**config.mk**
```make
export PLATFORM = sky130hd
export DESIGN_NAME = ldd_core
export DESIGN_NICKNAME = d
export VERILOG_FILES = /design/src/pkg/ldd_pkg.sv /design/src/core/ldd_core.sv
export VERILOG_INCLUDE_DIRS = /design/src /design/src/pkg
export SDC_FILE = /design/constraint.sdc
export NUM_CORES = 1
export LEC_CHECK = 0
export ABC_AREA = 1
export CAP_MARGIN = 5
export CORE_MARGIN = 1.5
export CORE_UTILIZATION = 40
export DETAILED_ROUTE_END_ITERATION = 16
export DONT_BUFFER_PORTS = 1
export PLACE_DENSITY = 0.55
export REMOVE_ABC_BUFFERS = 1
export SYNTH_ARGS = -nofsm -noshare
export SYNTH_HDL_FRONTEND = slang
export SYNTH_SLANG_ARGS = --single-unit
```
**constraint.sdc**
```tcl
create_clock -name clk -period 2.7 [get_ports clk]
set_input_delay 0.54 -clock clk [delete_from_list [all_inputs] [get_ports clk]]
set_output_delay 0.54 -clock clk [all_outputs]
set_load 0.03 [all_outputs]
```
**src/pkg/ldd_regs.svh**
```systemverilog
`ifndef LDD_REGS_SVH
`define LDD_REGS_SVH
// --------------------------------
// register indices, byte addr = 4*idx
// --------------------------------
`define LDD_IDX_AUTO 8'h43
`define LDD_IDX_DET 8'h44
`define LDD_IDX_LCT 8'h45
`define LDD_IDX_RTT 8'h46
`define LDD_IDX_FEED 8'h47
`define LDD_IDX_OHV 8'h48
`define LDD_IDX_CMV 8'h49
`define LDD_IDX_IST 8'h50
`define LDD_IDX_IMSK 8'h51
// --------------------------------
// reset values
// --------------------------------
`define LDD_RST_AUTO 3'h3
`define LDD_RST_TIME 7'h0a
`define LDD_RST_FEED 3'h0
`define LDD_RST_OHV 7'h20
`define LDD_RST_CMV 6'h02
// --------------------------------
// field positions
// --------------------------------
`define LDD_B_UNF 2
`define LDD_B_RT 1
`define LDD_B_LC 0
`define LDD_B_POL 6
`define LDD_B_MAN 5
`define LDD_B_ART 2
`define LDD_B_ALC 1
// --------------------------------
// timing
// --------------------------------
`define LDD_TICK_NS 1250000
`define LDD_CLK_NS 25
`endif

```
**src/pkg/ldd_pkg.sv**
```systemverilog
package ldd_pkg;
    typedef struct packed {
        logic [2:0] feed_current_code;
        logic on_hook_polarity;
        logic [5:0] on_hook_level;
        logic [5:0] common_mode_level;
        logic manual_differential_select;
    } ldd_feed_t;

    typedef struct packed {
        logic flag;
        logic last;
        logic [6:0] cnt;
    } ldd_deb_t;

    typedef enum logic {
        BUS_IDLE = 1'b0,
        BUS_ACK = 1'b1
    } ldd_bus_t;
endpackage

```
**src/core/ldd_core.sv**
```systemverilog
// What this block does
// - status bit 2 shows combined detector output live, before debounce
// - that unfiltered bit is 0 while a threshold is exceeded, else 1
// - status bit 1 is the debounced ring-trip flag, 1 once detected
// - status bit 0 is the debounced loop-closure flag, 1 once detected
// - loop-closure filter needs steady input for its 7-bit interval of 1.25 ms ticks
// - ring-trip filter needs steady input for its own 7-bit interval of 1.25 ms ticks
// - 3-bit feed current code drives the constant loop current setting
// - on-hook register bit 6 selects tip-minus-ring polarity
// - 6-bit on-hook level sets magnitude, 1.5 V per code, reset 48 V
// - 6-bit common-mode level, negative 1.5 V steps, reset -3 V
// - with auto ring-trip answer, filtered ring trip requests active state
// - with auto loop-closure answer, filtered closure requests active state
// - manual differential select makes line follow on-hook level
`include "ldd_regs.svh"

module ldd_core
    import ldd_pkg::*;
#(
    parameter int TICK_CYCLES = `LDD_TICK_NS / `LDD_CLK_NS
) (
    // clock and reset
    input wire logic clk,
    input wire logic rst,
    // avalon-mm slave
    input wire logic [9:0] address,
    input wire logic read,
    input wire logic write,
    input wire logic [31:0] writedata,
    input wire logic [3:0] byteenable,
    output logic [31:0] readdata,
    output logic waitrequest,
    // detector pins, active low
    input wire logic ring_trip_det_n,
    input wire logic loop_closure_det_n,
    // linefeed controls
    output ldd_feed_t feed,
    output logic enter_active,
    // interrupt
    output logic irq
);

    localparam int TW = $clog2(TICK_CYCLES + 1);

    // --------------------------------
    // debounce step
    // --------------------------------
    function automatic ldd_deb_t deb_step(
        input ldd_deb_t s,
        input logic hit,
        input logic tick,
        input logic [6:0] lim
    );
        ldd_deb_t n;
        n = s;
        if (hit != s.last) begin
            n.last = hit;
            n.cnt = 7'h00;
        end else if (tick && s.cnt >= lim) begin
            // the first tick after a change is partial, so one more tick
            // keeps the steady time from falling short of the interval
            n.flag = hit;
        end else if (tick) begin
            n.cnt = s.cnt + 7'h01;
        end
        return n;
    endfunction

    // --------------------------------
    // pin synchronisers
    // --------------------------------
    logic [1:0] rt_sy_ff;
    logic [1:0] lc_sy_ff;

    always_ff @(posedge clk or posedge rst) begin
        if (rst) begin
            rt_sy_ff <= 2'h3;
            lc_sy_ff <= 2'h3;
        end else begin
            rt_sy_ff <= {rt_sy_ff[0], ring_trip_det_n};
            lc_sy_ff <= {lc_sy_ff[0], loop_closure_det_n};
        end
    end

    wire rt_s = rt_sy_ff[1];
    wire lc_s = lc_sy_ff[1];
    wire unf_s = rt_s & lc_s;

    // --------------------------------
    // 1.25 ms tick
    // --------------------------------
    logic [TW-1:0] tick_cnt_ff;
    wire tick_end = (tick_cnt_ff == TW'(TICK_CYCLES - 1));
    wire [TW-1:0] nxt_tick_cnt =
        tick_end ? '0 : tick_cnt_ff + TW'(1);

    always_ff @(posedge clk or posedge rst) begin
        if (rst) begin
            tick_cnt_ff <= '0;
        end else begin
            tick_cnt_ff <= nxt_tick_cnt;
        end
    end

    // --------------------------------
    // registers
    // --------------------------------
    ldd_bus_t bus_ff;
    logic [2:0] auto_ff;
    logic [6:0] lct_ff;
    logic [6:0] rtt_ff;
    logic [2:0] feed_ff;
    logic [6:0] ohv_ff;
    logic [5:0] cmv_ff;
    logic [1:0] ist_ff;
    logic [1:0] imsk_ff;
    logic [7:0] rdat_ff;
    logic act_ff;
    ldd_deb_t rt_ff;
    ldd_deb_t lc_ff;

    // --------------------------------
    // bus decode
    // --------------------------------
    wire req = read | write;
    wire [7:0] idx = address[9:2];
    wire wr_go = write & (bus_ff == BUS_ACK)
        & byteenable[0];
    wire rd_go = read & (bus_ff == BUS_IDLE);
    wire [7:0] wd = writedata[7:0];
    wire sel_auto = (idx == `LDD_IDX_AUTO);
    wire sel_det = (idx == `LDD_IDX_DET);
    wire sel_lct = (idx == `LDD_IDX_LCT);
    wire sel_rtt = (idx == `LDD_IDX_RTT);
    wire sel_feed = (idx == `LDD_IDX_FEED);
    wire sel_ohv = (idx == `LDD_IDX_OHV);
    wire sel_cmv = (idx == `LDD_IDX_CMV);
    wire sel_ist = (idx == `LDD_IDX_IST);
    wire sel_imsk = (idx == `LDD_IDX_IMSK);
    wire sel_any = sel_auto | sel_det | sel_lct | sel_rtt | sel_feed
        | sel_ohv | sel_cmv | sel_ist | sel_imsk;
    wire ldd_bus_t nxt_bus =
        (bus_ff == BUS_IDLE && req) ? BUS_ACK : BUS_IDLE;

    assign waitrequest = req & (bus_ff == BUS_IDLE);

    // --------------------------------
    // read mux, unused bits zero
    // --------------------------------
    wire [7:0] auto_rd = {2'h0,
        auto_ff[2], 2'h0, auto_ff[1:0], 1'b0};
    wire [7:0] det_rd = {5'h00, unf_s,
        rt_ff.flag, lc_ff.flag};
    wire [7:0] nxt_rdat =
        sel_auto ? auto_rd :
        sel_det ? det_rd :
        sel_lct ? {1'b0, lct_ff} :
        sel_rtt ? {1'b0, rtt_ff} :
        sel_feed ? {5'h00, feed_ff} :
        sel_ohv ? {1'b0, ohv_ff} :
        sel_cmv ? {2'h0, cmv_ff} :
        sel_ist ? {6'h00, ist_ff} :
        sel_imsk ? {6'h00, imsk_ff} :
        8'h00;

    assign readdata = {24'h000000, rdat_ff};

    // --------------------------------
    // debounce filters
    // --------------------------------
    wire ldd_deb_t nxt_rt =
        deb_step(rt_ff, ~rt_s, tick_end, rtt_ff);
    wire ldd_deb_t nxt_lc =
        deb_step(lc_ff, ~lc_s, tick_end, lct_ff);
    wire rt_rise = nxt_rt.flag & ~rt_ff.flag;
    wire lc_rise = nxt_lc.flag & ~lc_ff.flag;
    wire [1:0] ev = {nxt_rt.flag ^ rt_ff.flag,
        nxt_lc.flag ^ lc_ff.flag};
    wire nxt_act = (auto_ff[`LDD_B_ART - 1] & rt_rise)
        | (auto_ff[`LDD_B_ALC - 1] & lc_rise);

    // --------------------------------
    // interrupt status, set beats clear
    // --------------------------------
    wire [1:0] ist_clr = (wr_go & sel_ist) ? wd[1:0] : 2'h0;
    wire [1:0] nxt_ist = (ist_ff & ~ist_clr) | ev;

    assign irq = |(ist_ff & imsk_ff);

    // --------------------------------
    // state
    // --------------------------------
    always_ff @(posedge clk or posedge rst) begin
        if (rst) begin
            bus_ff <= BUS_IDLE;
            rdat_ff <= 8'h00;
            rt_ff <= '0;
            lc_ff <= '0;
            ist_ff <= 2'h0;
            act_ff <= 1'b0;
        end else begin
            bus_ff <= nxt_bus;
            if (rd_go) begin
                rdat_ff <= nxt_rdat;
            end
            rt_ff <= nxt_rt;
            lc_ff <= nxt_lc;
            ist_ff <= nxt_ist;
            act_ff <= nxt_act;
        end
    end

    // status register has no write path
    always_ff @(posedge clk or posedge rst) begin
        if (rst) begin
            auto_ff <= `LDD_RST_AUTO;
            lct_ff <= `LDD_RST_TIME;
            rtt_ff <= `LDD_RST_TIME;
            feed_ff <= `LDD_RST_FEED;
            ohv_ff <= `LDD_RST_OHV;
            cmv_ff <= `LDD_RST_CMV;
            imsk_ff <= 2'h0;
        end else if (wr_go) begin
            if (sel_auto) begin
                auto_ff <= {wd[`LDD_B_MAN],
                    wd[`LDD_B_ART], wd[`LDD_B_ALC]};
            end
            if (sel_lct) begin
                lct_ff <= wd[6:0];
            end
            if (sel_rtt) begin
                rtt_ff <= wd[6:0];
            end
            if (sel_feed) begin
                feed_ff <= wd[2:0];
            end
            if (sel_ohv) begin
                ohv_ff <= wd[6:0];
            end
            if (sel_cmv) begin
                cmv_ff <= wd[5:0];
            end
            if (sel_imsk) begin
                imsk_ff <= wd[1:0];
            end
        end
    end

    // --------------------------------
    // linefeed outputs
    // --------------------------------
    assign feed.feed_current_code = feed_ff;
    assign feed.on_hook_polarity = ohv_ff[`LDD_B_POL];
    assign feed.on_hook_level = ohv_ff[5:0];
    assign feed.common_mode_level = cmv_ff;
    assign feed.manual_differential_select = auto_ff[2];
    assign enter_active = act_ff;
endmodule // ldd_core

```
==> impl_metrics.py <==
metrics = {
    "clock_tree": {
        "clock_path_buffers": 2,
        "h-tree-depth": 3,
        "insertion_delay_ps": 350,
        "cts_hold_buf": 0,
        "root_buffer": "clkbuf_16",
        "cts-resized-gates": 0,
        "post_cts_buffers": 0,
        "cts_tree": "built",
        "clock-sinks": 84,
        "cts.clk_slew.worst_paths_ps": 60,
        "cts_buffers": 9,
    },
    "detailed_routing": {
        "wl_met2_mm": 4.76,
        "dr.pass1.iters": 4,
        "drt_iter0_drc": 304,
        "antenna_left": 0,
        "via_count": 3595,
        "via_per_inst": 4.94,
        "route.detailed.drc": 0,
        "met3_length_um": 557,
        "wl_per_cell_um": 14.5,
        "wirelength_mm": 10.5,
        "routed.top_layer": "met4",
        "wl_met1_mm": 5.05,
    },
    "place": {
        "io_buffers": 0,
        "place.detailed.hpwl_mm": 7.85,
        "finalWeightedCongestion": 0.857,
    },
    "grt": {
        "grt_overflow": 0,
        "grt_pass1_vias": 3467,
        "antenna_found_initial": 0,
        "grt_max_degree": 51,
        "grt_pass1_wl_mm": 17.7,
        "track_usage": 0.182,
    },
    "cells_and_area": {
        "syn_to_final_growth_pct": 8.67,
        "final-seq-area_um2": 2120,
        "final_net_count": 650,
        "nFillCells": 1126,
        "final_layout_size_suffix_gt1_frac": 0.0873,
        "multi_input_area_um2": 2110,
        "antenna_cells": 0,
    },
    "critical_path": {
        "r2r-end": "enter_active$_DFF_PP0_",
        "path_class": "register to register",
        "critPathRequiredTime_ps": 2930,
        "critPathLaunchType": "register",
        "cp_max_fo": 8,
        "worstPathArrival_ps": 2440,
        "cp-end-kind": "register",
        "crit_end": "enter_active$_DFF_PP0_",
        "critPathLaunch": "tick_cnt_ff[0]$_DFF_PP0_",
        "r2r_cells": 11,
        "reg2reg_slack_ps": 490,
        "r2r-start": "tick_cnt_ff[0]$_DFF_PP0_",
    },
    "pwr": {
        "vdd_ir_drop_max_mv": 0.432,
        "clkPwrFrac": 0.474,
        "power_frac_comb": 0.060,
        "power_leakage_nw": 2.51,
        "pwr-share-seq": 0.465,
        "p_switching_uw": 669,
        "p_int_mw": 2.14,
        "p_per_area_nw_per_um2": 557,
        "switching_share": 0.238,
    },
    "synthesis": {
        "avgSynthCellArea_um2": 8.11,
        "synth-main-ff-cell": "dfrtp_1",
        "synth_seq_cells": 84,
        "yosysMostFrequentCell": "nand2_1",
        "ys_warn_count": 0,
        "synth_top_cell_by_area": "dfrtp_1",
        "synth.distinct_cells": 36,
        "syn_area_um2": 4650,
        "synth_area_leaders": "dfrtp_1 (39%), nand2_1 (12%), dfstp_2 (6.8%)",
        "synth_edf_count": 0,
        "synth_common_cells": "nand2_1 (154), inv_1 (73), dfrtp_1 (72)",
        "ys_seq_area_frac": 0.455,
        "async_reset_ff_frac": 1.00,
        "synthCells": 573,
        "yosysTopAreaCellShare": 0.388,
    },
    "floorplanning": {
        "ios": 104,
        "rows": 39,
        "initial_core_util": 0.409,
        "dieWidth_um": 111,
        "coreArea_um2": 11400,
        "die_area_um2": 12300,
        "die_h_um": 111,
    },
    "timing": {
        "period_minus_slack_ps": 2210,
        "tightest_slew_ps": 707,
        "slew_headroom": 0.529,
        "setup_viol": 0,
        "timing.fmax_mhz": 453,
        "rsz0062_at_grt": "false",
        "fin_skew_ps": 10.6,
        "final_hold_viol_count": 0,
        "whs_ps": 135,
        "slew_viol_final": 0,
        "tns_ps": 0,
        "post-route-period-util": 0.818,
    },
    "job": {
        "cap_violations": 0,
    },
    "status": {
        "status": "finished, final reports clean",
    },
    "worst_hold_path": {
        "hold_class": "primary input to async pin",
    },
}
## flip-flops by register name, indices dropped and copies added (netlist names), 6 cells and up
signal	flops
tick_cnt_ff	16
lct_ff	7
rt_ff	8
lc_ff	8
ohv_ff	7
rdat_ff	7
cmv_ff	6
rtt_ff	7
## cells by family (layout without fill, tap and decap cells)
kind of cell / count (synthesis) / after routing / share of synthesized area
AOI/OAI and AO/OA: 71 / 71 / 0.0832
xor gates and xnor gates: 14 / 14 / 0.0296
adders and majority gates: 19 / 19 / 0.0511
buffers and inverters: 110 / 97 / 0.111
DFF: 84 / 84 / 0.455
other: 1 / 25 / 0.000807
and+or+nand+nor: 274 / 274 / 0.269
## worst max-delay path, cell delays in order (launching register included)
cell and delay [ps]:
dfrtp_1 370, ha_1 200, nand2_1 110, nor2_4 150, inv_1 100, nor2_1 100
and2_1 380, nand4_1 160, nand2_1 100, inv_1 50, ha_1 170, a22o_1 220
## metal layers
| layer | vias up | track usage |
|---|---|---|
| li1 | 1807 | - |
| met1 | 1676 | 0.247 |
| met2 | 102 | 0.283 |
| met3 | 10 | 0.0487 |
| met4 | 0 | 0.0590 |
| met5 | - | 0 |
## cells in the final DEF, fill, tap and decap left out, types with 2 or more instances in the layout
cell type,instances
nand2_1,154
inv_1,72
dfrtp_1,72
o21ai_0,46
nand3_1,37
nor2_1,34
conb_1,25
ha_1,19
nand4_1,15
a21oi_1,12
dfstp_2,12
xor2_1,11
nand3b_1,9
clkbuf_16,9
nor3_1,8
nor2_2,5
inv_2,5
nor2_4,3
o21ai_1,3
o2111ai_1,3
xor2_2,2
nor3_2,2
o21a_1,2
or2_2,2
a22o_1,2
clkinv_2,2
bufinv_16,2
clkbuf_1,2
buf_4,2
## how the worst min path moves through the flow
| stage | start | end | slack (ps) | depth (start not counted) |
|---|---|---|---|---|
| 2_1_floorplan | lc_sy_ff[0]$_DFF_PP1_ | lc_sy_ff[1]$_DFF_PP1_ | 350 | 0 |
| 3_3_place_gp | lc_sy_ff[0]$_DFF_PP1_ | lc_sy_ff[1]$_DFF_PP1_ | 350 | 0 |
| 3_5_place_dp | lc_sy_ff[0]$_DFF_PP1_ | lc_sy_ff[1]$_DFF_PP1_ | 350 | 0 |
| 4_1_cts | rst | rt_ff[3]$_DFFE_PP0P_ | 160 | 1 |
| 5_1_grt | ring_trip_det_n | rt_sy_ff[0]$_DFF_PP1_ | 170 | 0 |
| 6_report | rst | rt_ff[3]$_DFFE_PP0P_ | 130 | 1 |
## metrics by stage
stage	utilization	setup slack, ps	power, mW	cells	area (um^2)
2_1_floorplan	-	14.7	1.46	565	4520
3_3_place_gp	0.416	574	1.50	711	4730
3_5_place_dp	0.416	503	1.50	711	4730
4_1_cts	0.444	488	2.84	727	5050
5_1_grt	0.444	316	2.92	727	5050
6_report	0.444	491	2.81	727	5050
## power groups by stage
stage	sequential, mW	clock [mW]	combinational, mW
floorplan	1.33	0	0.133
global placement	1.33	0	0.169
detailed placement	1.33	0	0.172
CTS	1.31	1.36	0.172
global route	1.31	1.42	0.191
finish	1.31	1.33	0.170
## final cells by class
cell class                      count  share of cell area
Timing Repair Buffer                3             0.00693
Clock buffer                       12              0.0488
Multi-Input combinational cell    403               0.417
Sequential cell                    84               0.419
Tap cell                          143              0.0354
Inverter                           78              0.0582
Clock inverter                      4              0.0144
No activity file was read; power rests on OpenSTA's default activity.
